<file path="config.mk">
export PLATFORM = sky130hd
export DESIGN_NAME = uit_int_timing
export DESIGN_NICKNAME = d
export VERILOG_FILES = /design/src/pkg/uit_pkg.sv /design/src/design/uit_int_timing.sv /design/src/design/uit_rx_timeout.sv
export SDC_FILE = /design/constraint.sdc
export NUM_CORES = 1
export LEC_CHECK = 0
export BUFFER_PORTS_ARGS = -buffer_cell sky130_fd_sc_hd__buf_4
export CORE_MARGIN = 1
export CORE_UTILIZATION = 60
export CTS_CLUSTER_DIAMETER = 100
export DETAILED_ROUTE_END_ITERATION = 16
export PLACE_DENSITY = 0.8
export SKIP_LAST_GASP = 1
export SLEW_MARGIN = 20
export SYNTH_ARGS = -nofsm -noshare
export SYNTH_HDL_FRONTEND = slang
export SYNTH_SLANG_ARGS = --single-unit
</file>
<file path="constraint.sdc">
create_clock -name SYS_CLK -period 5.7 [get_ports SYS_CLK]
set_clock_uncertainty 0.1 [all_clocks]
set_input_delay 0.57 -clock SYS_CLK [delete_from_list [all_inputs] [get_ports SYS_CLK]]
set_output_delay 0.57 -clock SYS_CLK [all_outputs]
set_load 0.02 [all_outputs]
</file>
<file path="src/pkg/uit_pkg.sv">
// Shared constants and types for the serial interrupt timing block
package uit_pkg;
  // Register byte offsets
  localparam logic [7:0] OFS_DATA = 8'h00;
  localparam logic [7:0] OFS_CTRL = 8'h04;
  localparam logic [7:0] OFS_LVL = 8'h08;
  localparam logic [7:0] OFS_FLAG = 8'h0c;
  localparam logic [7:0] OFS_RIS = 8'h10;
  localparam logic [7:0] OFS_MASK = 8'h14;
  localparam logic [7:0] OFS_MIS = 8'h18;
  localparam logic [7:0] OFS_ICR = 8'h1c;
  // Interrupt bit positions, shared by raw, mask, masked and clear
  localparam int IB_TX = 0;
  localparam int IB_RX = 1;
  localparam int IB_TO = 2;
  localparam int IB_PE = 3;
  localparam int IB_FE = 4;
  localparam int IB_BE = 5;
  localparam int IB_OE = 6;
  localparam int NIRQ = 7;
  // Control and flag fields
  localparam int CTRL_FIFO_EN = 0;
  localparam int FLAG_BUSY = 0;
  localparam int FLAG_TXFULL = 1;
  localparam int FLAG_TXEMPTY = 2;
  localparam int FLAG_RXNE = 3;
  localparam int FLAG_CNT_LSB = 8;
  // Reset values
  localparam logic CTRL_RST = 1'b0;
  localparam logic [2:0] LVL_RST = 3'h0;
  localparam logic [NIRQ-1:0] MASK_RST = 7'h00;
  // Receive timeout in sixteen-times baud ticks
  localparam int RX_TIMEOUT_TICKS = 511;
  // Interrupt vector type
  typedef logic [NIRQ-1:0] uit_irq_t;
  // Receive engine events, all one-cycle pulses except the levels
  typedef struct packed {
    logic parity_done;
    logic parity_bad;
    logic stop_done;
    logic stop_ok;
    logic brk;
    logic fifo_full;
  } uit_rx_ev_s;
endpackage

</file>
<file path="src/design/uit_int_timing.sv">
// Transmit buffer, interrupt timing and APB registers of the serial port
//
// Behaviour
// - No FIFO: transmit interrupt when buffer word moves to shift register.
// - No FIFO: writing the next word clears the transmit interrupt.
// - Writing one to tx_int_clear_bit clears the transmit interrupt.
// - No FIFO: after software clear, write during stop bit suppresses that interrupt.
// - FIFO on: transmit interrupt when fill equals selected level.
// - Level select 000 means four entries, one eighth full.
// - FIFO on: cleared above level, raised again on draining back.
// - Overrun flagged after stop bit of a word that cannot be stored.
// - Parity error flagged right after parity bit is sampled.
// - Framing error flagged right after a bad stop bit position.
// - Receive timeout after 511 baud_x16_tick since data stored.
// - Receive interrupt and break flagged after the stop bit.
//
// The APB interface to the registers and the register offsets are this design's own decisions.
`timescale 1ns/100ps
module uit_int_timing import uit_pkg::*; #(
  parameter int DEPTH = 32,
  parameter int DATA_W = 8
) (
  // Clock and reset
  input wire logic SYS_CLK,
  input wire logic SRST,
  // APB slave
  input wire logic PSEL,
  input wire logic PENABLE,
  input wire logic PWRITE,
  input wire logic [7:0] PADDR,
  input wire logic [31:0] PWDATA,
  output logic [31:0] PRDATA,
  output logic PREADY,
  output logic PSLVERR,
  // Transmit shifter
  output logic [DATA_W-1:0] TX_DATA,
  output logic TX_VALID,
  input wire logic TX_TAKE,
  input wire logic TX_STOP,
  input wire logic TX_BUSY,
  // Receive engine
  input wire uit_rx_ev_s RX_EV,
  input wire logic RX_STORE,
  input wire logic RX_NONEMPTY,
  input wire logic BAUD_X16_TICK,
  // Interrupt
  output logic IRQ
);
  localparam int AW = $clog2(DEPTH);
  localparam int CW = $clog2(DEPTH + 1);

  if (DEPTH < 8 || DEPTH % 8 != 0 || DATA_W < 1 || DATA_W > 32) begin : g_chk
    $error("uit_int_timing: DEPTH must be a multiple of 8, DATA_W 1..32");
  end

  // Fill level picked by tx_level_select_field
  function automatic logic [CW-1:0] level_of(input logic [2:0] sel);
    logic [CW-1:0] e;
    e = CW'(DEPTH / 8);
    unique case (sel)
      3'h1: level_of = CW'(2 * e);
      3'h2: level_of = CW'(4 * e);
      3'h3: level_of = CW'(6 * e);
      3'h4: level_of = CW'(7 * e);
      default: level_of = e;
    endcase
  endfunction

  // Pointer advance with wrap at DEPTH
  function automatic logic [AW-1:0] next_ptr(input logic [AW-1:0] p);
    next_ptr = (p == AW'(DEPTH - 1)) ? '0 : p + AW'(1);
  endfunction

  // State
  logic [DATA_W-1:0] mem_q [DEPTH];
  logic [AW-1:0] wp_q, wp_d, rp_q, rp_d;
  logic [CW-1:0] cnt_q, cnt_d;
  logic fifo_en_q, fifo_en_d;
  logic [2:0] lvl_sel_q, lvl_sel_d;
  uit_irq_t ris_q, ris_d, mask_q, mask_d;
  logic swclr_q, swclr_d, supp_q, supp_d;
  logic [31:0] prdata_q, prdata_d;

  // Decoded strokes
  logic acc, wr, rd_setup, mapped;
  logic push, pop, supp_hit, supp_eff;
  logic [CW-1:0] cap, lvl;
  uit_irq_t icr, set, clr;
  logic to_fire;

  // Zero-wait slave: read data is latched in the setup cycle
  assign acc = PSEL && PENABLE;
  assign wr = acc && PWRITE;
  assign rd_setup = PSEL && !PENABLE && !PWRITE;
  assign mapped = (PADDR[1:0] == 2'h0) && (PADDR <= OFS_ICR);
  assign PREADY = 1'b1;
  assign PSLVERR = acc && !mapped;
  assign PRDATA = prdata_q;

  // Transmit buffer strokes; one entry when the FIFO is off
  assign cap = fifo_en_q ? CW'(DEPTH) : CW'(1);
  assign lvl = level_of(lvl_sel_q);
  assign push = wr && PADDR == OFS_DATA && cnt_q < cap;
  assign pop = TX_TAKE && cnt_q != '0;
  assign TX_VALID = cnt_q != '0;
  assign TX_DATA = mem_q[rp_q];

  // Write racing the stop bit after a software clear loses its interrupt
  assign supp_hit = !fifo_en_q && swclr_q && push && TX_STOP;
  assign supp_eff = supp_q || supp_hit;

  assign icr = (wr && PADDR == OFS_ICR) ? PWDATA[NIRQ-1:0] : '0;

  // Receive timeout counter
  uit_rx_timeout #(
    .TICKS(RX_TIMEOUT_TICKS)
  ) u_timeout (
    .clk(SYS_CLK),
    .srst(SRST),
    .store(RX_STORE),
    .nonempty(RX_NONEMPTY),
    .tick(BAUD_X16_TICK),
    .fire(to_fire)
  );

  // Buffer pointers and fill count
  always_comb begin
    wp_d = push ? next_ptr(wp_q) : wp_q;
    rp_d = pop ? next_ptr(rp_q) : rp_q;
    cnt_d = cnt_q;
    if (push && !pop) begin
      cnt_d = cnt_q + CW'(1);
    end else if (pop && !push) begin
      cnt_d = cnt_q - CW'(1);
    end
  end

  always_ff @(posedge SYS_CLK) begin
    if (SRST) begin
      wp_q <= '0;
      rp_q <= '0;
      cnt_q <= '0;
    end else begin
      wp_q <= wp_d;
      rp_q <= rp_d;
      cnt_q <= cnt_d;
    end
  end

  // Storage has no reset; only written words are ever read
  always_ff @(posedge SYS_CLK) begin
    if (push) begin
      mem_q[wp_q] <= PWDATA[DATA_W-1:0];
    end
  end

  // Interrupt event sources
  always_comb begin
    set = '0;
    clr = icr;
    set[IB_TX] = (!fifo_en_q && pop && !supp_eff)
      || (fifo_en_q && cnt_d == lvl && cnt_q != lvl);
    clr[IB_TX] = icr[IB_TX]
      || (!fifo_en_q && push)
      || (fifo_en_q && cnt_d > lvl);
    set[IB_RX] = RX_EV.stop_done;
    set[IB_BE] = RX_EV.stop_done && RX_EV.brk;
    set[IB_OE] = RX_EV.stop_done && RX_EV.fifo_full;
    set[IB_FE] = RX_EV.stop_done && !RX_EV.stop_ok;
    set[IB_PE] = RX_EV.parity_done && RX_EV.parity_bad;
    set[IB_TO] = to_fire;
  end

  // Control, status and the clear-suppress tracking
  always_comb begin
    fifo_en_d = fifo_en_q;
    lvl_sel_d = lvl_sel_q;
    mask_d = mask_q;
    // Set wins over any clear in the same cycle
    ris_d = (ris_q & ~clr) | set;
    // Clear seen mid-transmission arms the race; idle line disarms it
    swclr_d = TX_BUSY && (swclr_q || icr[IB_TX]);
    supp_d = pop ? 1'b0 : supp_eff;
    if (wr && PADDR == OFS_CTRL) begin
      fifo_en_d = PWDATA[CTRL_FIFO_EN];
    end
    if (wr && PADDR == OFS_LVL) begin
      lvl_sel_d = PWDATA[2:0];
    end
    if (wr && PADDR == OFS_MASK) begin
      mask_d = PWDATA[NIRQ-1:0];
    end
  end

  always_ff @(posedge SYS_CLK) begin
    if (SRST) begin
      fifo_en_q <= CTRL_RST;
      lvl_sel_q <= LVL_RST;
      mask_q <= MASK_RST;
      ris_q <= '0;
      swclr_q <= 1'b0;
      supp_q <= 1'b0;
    end else begin
      fifo_en_q <= fifo_en_d;
      lvl_sel_q <= lvl_sel_d;
      mask_q <= mask_d;
      ris_q <= ris_d;
      swclr_q <= swclr_d;
      supp_q <= supp_d;
    end
  end

  // Level interrupt from registered status and mask
  assign IRQ = |(ris_q & mask_q);

  // Read mux, sampled in the setup cycle
  always_comb begin
    prdata_d = prdata_q;
    if (rd_setup) begin
      prdata_d = '0;
      unique case (PADDR)
        OFS_CTRL: prdata_d[CTRL_FIFO_EN] = fifo_en_q;
        OFS_LVL: prdata_d[2:0] = lvl_sel_q;
        OFS_FLAG: begin
          prdata_d[FLAG_BUSY] = TX_BUSY;
          prdata_d[FLAG_TXFULL] = cnt_q >= cap;
          prdata_d[FLAG_TXEMPTY] = cnt_q == '0;
          prdata_d[FLAG_RXNE] = RX_NONEMPTY;
          prdata_d[FLAG_CNT_LSB +: CW] = cnt_q;
        end
        OFS_RIS: prdata_d[NIRQ-1:0] = ris_q;
        OFS_MASK: prdata_d[NIRQ-1:0] = mask_q;
        OFS_MIS: prdata_d[NIRQ-1:0] = ris_q & mask_q;
        default: prdata_d = '0;
      endcase
    end
  end

  always_ff @(posedge SYS_CLK) begin
    if (SRST) begin
      prdata_q <= '0;
    end else begin
      prdata_q <= prdata_d;
    end
  end
endmodule

</file>
<file path="src/design/uit_rx_timeout.sv">
// Receive timeout counter on the sixteen-times baud tick
`timescale 1ns/100ps
module uit_rx_timeout import uit_pkg::*; #(
  parameter int TICKS = RX_TIMEOUT_TICKS
) (
  // Clock and reset
  input wire logic clk,
  input wire logic srst,
  // Receive FIFO state and baud tick
  input wire logic store,
  input wire logic nonempty,
  input wire logic tick,
  // Timeout event
  output logic fire
);
  localparam int CW = $clog2(TICKS + 1);
  logic [CW-1:0] cnt_q, cnt_d;
  logic armed_q, armed_d;

  if (TICKS < 2) begin : g_chk
    $error("uit_rx_timeout: TICKS must be at least 2");
  end

  // Fires once per idle stretch after the last stored word
  assign fire = armed_q && tick && (cnt_q == CW'(TICKS - 1));

  // New data restarts the count; an empty FIFO stops it
  always_comb begin
    cnt_d = cnt_q;
    armed_d = armed_q;
    if (store) begin
      cnt_d = '0;
      armed_d = 1'b1;
    end else if (!nonempty || fire) begin
      cnt_d = '0;
      armed_d = 1'b0;
    end else if (armed_q && tick) begin
      cnt_d = cnt_q + CW'(1);
    end
  end

  // Count registers
  always_ff @(posedge clk) begin
    if (srst) begin
      cnt_q <= '0;
      armed_q <= 1'b0;
    end else begin
      cnt_q <= cnt_d;
      armed_q <= armed_d;
    end
  end
endmodule

</file>
==> run_results.csv, run 1 <==
group,metric,value,unit
final_layout,drive_above_1_share,22.57,%
routing,wirelength,27490,um
timing,fmax,239.8,MHz
die,dieArea,0.02283,mm2
grt,grt_util_all_layers,25.30,%
logic_synthesis,synthTopCellsByCount,"256 x edfxtp_1, 86 x nor2_1, 80 x mux4_2, 64 x dfxtp_1, 37 x nand2_1",
logic_synthesis,synth_cells,842,
routing,first_pass_iters,6,
timing,drv_slew,0,
clocking,clock_sinks,320,
power,power_density,371.9,mW/mm2
clocking,path_clk_slew,0.06,ns
die,io_pins,101,
logic_synthesis,synthFlopType,"edfxtp_1",
critical_path,worstPathRequired,5.03,ns
timing,worst_pin_slew,1.043,ns
timing,hold_viol_final,0,
logic_synthesis,yosys.area.top_type,"edfxtp_1",
placement,dp_slack,2.000,ns
clocking,cts_setup_buffers,0,
worst_hold_path,hold_start,"RX_STORE",
clocking,cts_hold_buf,0,
grt,grt_pass1_vias,7237,
logic_synthesis,synth_top_area_share,57.63,%
power,p_switching,1.398,mW
placement,gp_congestion,0.8122,
power,ir_worst_vdd,0.2623,mV
grt,grt_pass1_wl,42010,um
clocking,cts.path.max_buffers,3,
timing,setup_viol,0,
logic_synthesis,yosysMostFrequentCell,"edfxtp_1",
power,comb_power_share,16.3,%
grt,antenna_found_initial,0,
power,p_clk_share,35.5,%
grt,overflow,0,
routing,via_per_inst,6.265,
routing,vias,7505,
logic_synthesis,netlist_top_cells_area,"edfxtp_1 58%, mux4_2 14%, dfxtp_1 9.6%, nor2_1 2.4%, ha_1 1.5%",
final_layout,area_delta_synth_final,11.75,%
timing,fin_ws,1.529,ns
logic_synthesis,ys_ff_latch,320,
critical_path,cp_max_fo,42,
logic_synthesis,ys_types,57,
timing,rsz0062_at_grt,"no",
critical_path,worst_setup_path_end_kind,"output pin",
routing,routedWlPerCell,22.95,um
timing,fin_hold_ws,0.1383,ns
worst_hold_path,hold_class,"in -> reg",
routing,ant_nets,0,
power,finalPower,5.545,mW
placement,numPortBuffers,56,
routing,post-route-drc-count,0,
clocking,cts_resized,0,
timing,slew-limit-headroom,30.23,%
clocking,clock_latency,0.55,ns
logic_synthesis,seq_area_frac_synth,67.23,%
logic_synthesis,yosysWarningCount,0,
die,core,0.02182,mm2
die,chipWidth,151.1,um
timing,finalSetupTns,0,ns
logic_synthesis,synth_edf_count,256,
power,switching_share,25.21,%
die,start_util,61.13,%
clocking,cts.htree.levels,1,
critical_path,r2r_start,"fifo_en_q$_SDFFE_PP0P_",
power,p_int,4.147,mW
grt,grt_start_max_net_pins,54,
timing,finalCritPeriodShare,73.17,%
clocking,numCtsBuffers,31,
routing,drt-initial-drc-count,577,
logic_synthesis,synth.avg_cell_area,15.84,um2
power,p_leak,4.843,nW
run,cap_viol_max_count,0,
clocking,cts_tree,"done",
placement,hpwl,16810,um
critical_path,start_kind,"flop",
final_layout,final_cells,1198,
critical_path,arrival,3.50,ns
clocking,cts-root-buf,"clkbuf_16",
die,die_y,151.1,um
critical_path,critical_path_class,"reg -> out",
timing,period_needed,4.171,ns
placement,dp.cells,1142,
logic_synthesis,async_flop_share,0,%
logic_synthesis,synth_area,0.01334,mm2
status,outcome,"completed",
die,row_count,54,
power,seq_power_share,48.2,%
final_layout,final_nets,968,
## cells in the final DEF, fill, tap and decap left out, drive strengths merged, types with 3 or more instances in the layout
| cell | Yosys | layout |
|---|---|---|
| buf | 32 | 64 |
| clkinvlp | 0 | 3 |
| edfxtp | 256 | 256 |
| xor2 | 8 | 8 |
| nor3 | 11 | 11 |
| clkbuf | 30 | 37 |
| or4 | 6 | 6 |
| nand2b | 7 | 7 |
| nand2 | 37 | 37 |
| or2 | 3 | 3 |
| nor2 | 86 | 86 |
| clkinv | 0 | 11 |
| or3 | 3 | 3 |
| nor3b | 5 | 5 |
| mux2 | 9 | 9 |
| nand3 | 20 | 20 |
| a31oi | 6 | 6 |
| xnor2 | 5 | 5 |
| a21o | 3 | 3 |
| nor2b | 6 | 6 |
| o21ai | 17 | 17 |
| conb | 2 | 20 |
| a22oi | 17 | 17 |
| inv | 17 | 18 |
| and3 | 9 | 9 |
| ha | 16 | 16 |
| mux4 | 80 | 80 |
| bufinv | 0 | 3 |
| a21oi | 35 | 35 |
| dfxtp | 64 | 64 |
| nor4 | 7 | 7 |
| mux2i | 16 | 16 |
## path summary, 6_finish.rpt
kind | to | cells past startpoint | slack (ns)
max | TX_DATA[1] | 5 | 1.53
min | u_timeout.armed_q$_SDFFE_PP0P_ | 3 | 0.14
max reg2reg | mem_q[4][6]$_DFFE_PP_ | 8 | 2.23
min reg2reg | PRDATA[3]$_SDFFE_PP0P_ | 2 | 0.36
## state kept, by name (all words and copies together), names as in the netlist, named ones only
name               cells
wp_q                   5
lvl_sel_q              3
u_timeout.armed_q      1
mask_q                 7
mem_q                256
cnt_q                  6
supp_q                 1
fifo_en_q              1
rp_q                   5
ris_q                  7
PRDATA                13
swclr_q                1
u_timeout.cnt_q        9
## cells by family after synthesis
family                   after synthesis  share of synthesized area, %
other                                  2                       0.05630
adder cells (fa/ha/maj)               16                         1.501
buffers and inverters                 79                         2.814
AO/OA/AOI/OAI                         96                         4.465
AND/OR/NAND/NOR                      211                         7.616
flip-flops                           320                         67.23
multiplexers                         105                         15.47
XOR/XNOR                              13                        0.8535
## metal layers
metal | track usage, % | wire [um] | vias to the layer above
li1 | - | - | 3348
met1 | 36.25 | 11620 | 3773
met2 | 40.94 | 13250 | 327
met3 | 3.645 | 1992 | 57
met4 | 7.150 | 622 | 0
met5 | 0 | 0 | -
## worst max-delay path, cell delays in order, from the launching register on
cell     delay [ns]
dfxtp_4        0.90
buf_4          0.47
mux4_2         0.56
mux4_2         0.51
mux2_2         0.29
buf_4          0.16
## final cells by class
type                    instances  area, um2
repair buffers                 64      480.5
diodes                          1      2.502
clock inverters                18      175.2
clock buffers                  37      798.3
fillers                      1423       6915
well taps                     280      350.3
multi-input cells             461       4064
inverters                      17      63.81
flip-flops and latches        320       8974
## metrics by stage
step           cell area [um2]  utilization (%)
2_1_floorplan            13410                -
6_report                 14910            68.31
5_1_grt                  14910            68.30
3_3_place_gp             13930            63.84
4_1_cts                  14910            68.30
3_5_place_dp             13930            63.84
## power by group through the flow
stage | clock [mW] | combinational (mW) | sequential [mW]
after floorplan | 0 | 0.743 | 2.62
after CTS | 1.99 | 0.907 | 2.68
after global routing | 2.08 | 0.980 | 2.69
final | 1.97 | 0.903 | 2.67
after global placement | 0 | 0.877 | 2.73
after detailed placement | 0 | 0.896 | 2.73
Note: power is estimated with default switching activity, not from simulation.
==> run 2: changes to the inputs <==
==> constraint.sdc (replaced) <==
create_clock -name SYS_CLK -period 3.85 [get_ports SYS_CLK]
set_clock_uncertainty 0.1 [all_clocks]
set_input_delay 0.385 -clock SYS_CLK [delete_from_list [all_inputs] [get_ports SYS_CLK]]
set_output_delay 0.385 -clock SYS_CLK [all_outputs]
set_load 0.02 [all_outputs]
==> run 2 against run 1 <==
Net effect:
- total power up 52%
- first-iteration DRC count rose by 34%
- sequential power grew 44%
- combinational power rose by 65%
- non-clock buffer count is 39 higher
- largest power group unchanged
==> run_results.csv, run 2 (synthesis results as in run 1) <==
group,metric,value,unit
status,outcome,"completed",
clocking,cts-root-buf,"clkbuf_16",
die,dieArea,0.02283,mm2
routing,ant_nets,0,
critical_path,start_kind,"flop",
critical_path,critical_path_class,"reg -> out",
grt,overflow,0,
routing,post-route-drc-count,0,
clocking,clock_sinks,320,
power,power_density,550.4,mW/mm2
placement,hpwl,16810,um
final_layout,drive_above_1_share,25.57,%
grt,grt_pass1_vias,7642,
routing,wirelength,28440,um
timing,slew-limit-headroom,39.80,%
critical_path,critPathMaxStageDelay,0.63,ns
die,chipWidth,151.1,um
clocking,cts_tree,"done",
routing,via_per_inst,6.135,
run,cap_viol_max_count,0,
timing,hold_viol_final,0,
timing,finalSetupTns,0,ns
timing,drv_slew,0,
grt,grt_util_all_layers,26.34,%
routing,first_pass_iters,5,
timing,rsz0062_at_grt,"no",
final_layout,regArea,0.008974,mm2
routing,routedWlPerCell,22.97,um
power,p_leak,5.083,nW
die,io_pins,101,
final_layout,largest_register,"mem_q",
timing,finalCritPeriodShare,91.51,%
final_layout,final_nets,1007,
critical_path,worst_setup_path_end_kind,"output pin",
timing,fmax,283.8,MHz
timing,worst_pin_slew,0.9017,ns
critical_path,crit_top_cell,"mux4_2",
critical_path,arrival,3.04,ns
timing,setup_viol,0,
critical_path,path_cells,"buf_12 -> mux4_2 -> mux4_2 -> mux2_2 -> buf_4",
power,finalPower,8.428,mW
clocking,cts.htree.levels,1,
clocking,cts_setup_buffers,0,
clocking,path_clk_slew,0.06,ns
critical_path,cp_max_fo,64,
routing,drt-initial-drc-count,773,
final_layout,final_cell_mix,"256 x edfxtp_1, 94 x buf_4, 86 x nor2_1",
grt,grt_pass1_wl,44190,um
worst_hold_path,hold_class,"in -> reg",
final_layout,area_delta_synth_final,14.79,%
placement,gp_congestion,0.8440,
timing,period_needed,3.523,ns
final_layout,n_antenna_cell,0,
die,core,0.02182,mm2
grt,antenna_found_initial,0,
die,die_y,151.1,um
grt,grt_start_max_net_pins,65,
final_layout,final_common_cell,"edfxtp_1",
power,ir_worst_vdd,0.3984,mV
clocking,cts.path.max_buffers,3,
clocking,numCtsBuffers,31,
routing,vias,7595,
critical_path,worstPathRequired,3.37,ns
placement,numPortBuffers,56,
final_layout,largest_reg_flops,256,
die,start_util,61.13,%
final_layout,multi_input_area,0.004064,mm2
critical_path,slowest_stage,"mux4_2",
final_layout,fillers,1360,
die,row_count,54,
clocking,clock_latency,0.58,ns
## run 2: changes by cell type in the layout (fill, tap and decap cells not counted), moves of 2 or more
cell | before | now
clkinvlp_4 | 3 | 5
dlygate4sd3_1 | 0 | 7
clkinv_1 | 4 | 2
buf_12 | 0 | 2
clkbuf_1 | 6 | 4
buf_4 | 64 | 94
## run 2: worst max-delay path, delay by kind of cell (launching register included)
kind / cells / cell delay (ns)
multiplexers: 3 / 1.49
buffers and inverters: 2 / 0.57
flip-flops: 1 / 0.35
## run 2: cell type report
cell class	instances	area share [%]
Sequential cell	320	58.60
Multi-Input combinational cell	461	26.54
Timing Repair Buffer	103	5.327
Clock buffer	36	5.254
Tap cell	280	2.288
Clock inverter	21	1.577
Inverter	17	0.4167
## run 2: power breakdown
| part | internal (mW) | leakage, nW | switching [mW] |
|---|---|---|---|
| sequential | 3.77 | 2.82 | 0.0695 |
| combinational | 0.713 | 1.76 | 0.779 |
| clock | 1.78 | 0.500 | 1.31 |
## run 2: repair_timing
| item | CTS | global route |
|---|---|---|
| gates resized for setup | 0 | 0 |
| hold endpoints to repair | 7 | 0 |
| hold buffers | 7 | 0 |
## run 2: stage by stage
stage / setup WS [ns] / hold slack (ns) / instances / area [um2] / utilization [%]
after CTS: 0.2996 / 0.003139 / 1238 / 15310 / 70.17
after global routing: 0.04901 / 0.006379 / 1238 / 15310 / 70.17
final: 0.3269 / 0.02000 / 1238 / 15310 / 70.17
after floorplan: 0.7160 / 0.3547 / 860 / 13410 / -
after detailed placement: 0.4224 / 0.3580 / 1174 / 14200 / 65.06
after global placement: 0.4668 / 0.3476 / 1174 / 14200 / 65.06
## run 2: worst paths after layout
| kind | startpoint | end | slack (ns) | cells past startpoint |
|---|---|---|---|---|
| max | flop | TX_DATA[0] | 0.33 | 5 |
| min reg2reg | PRDATA[3]$_SDFFE_PP0P_ | PRDATA[3]$_SDFFE_PP0P_ | 0.38 | 2 |
| max reg2reg | fifo_en_q$_SDFFE_PP0P_ | mem_q[3][3]$_DFFE_PP_ | 0.38 | 8 |
| min | RX_NONEMPTY | u_timeout.armed_q$_SDFFE_PP0P_ | 0.02 | 3 |
## run 2: per-layer routing
metal	vias up	share of wire (%)	global-route usage, %
met5	-	0	0
met4	0	2.2	7.400
met3	43	6.7	3.855
met2	317	50	43.33
met1	3808	42	37.08
li1	3427	-	-
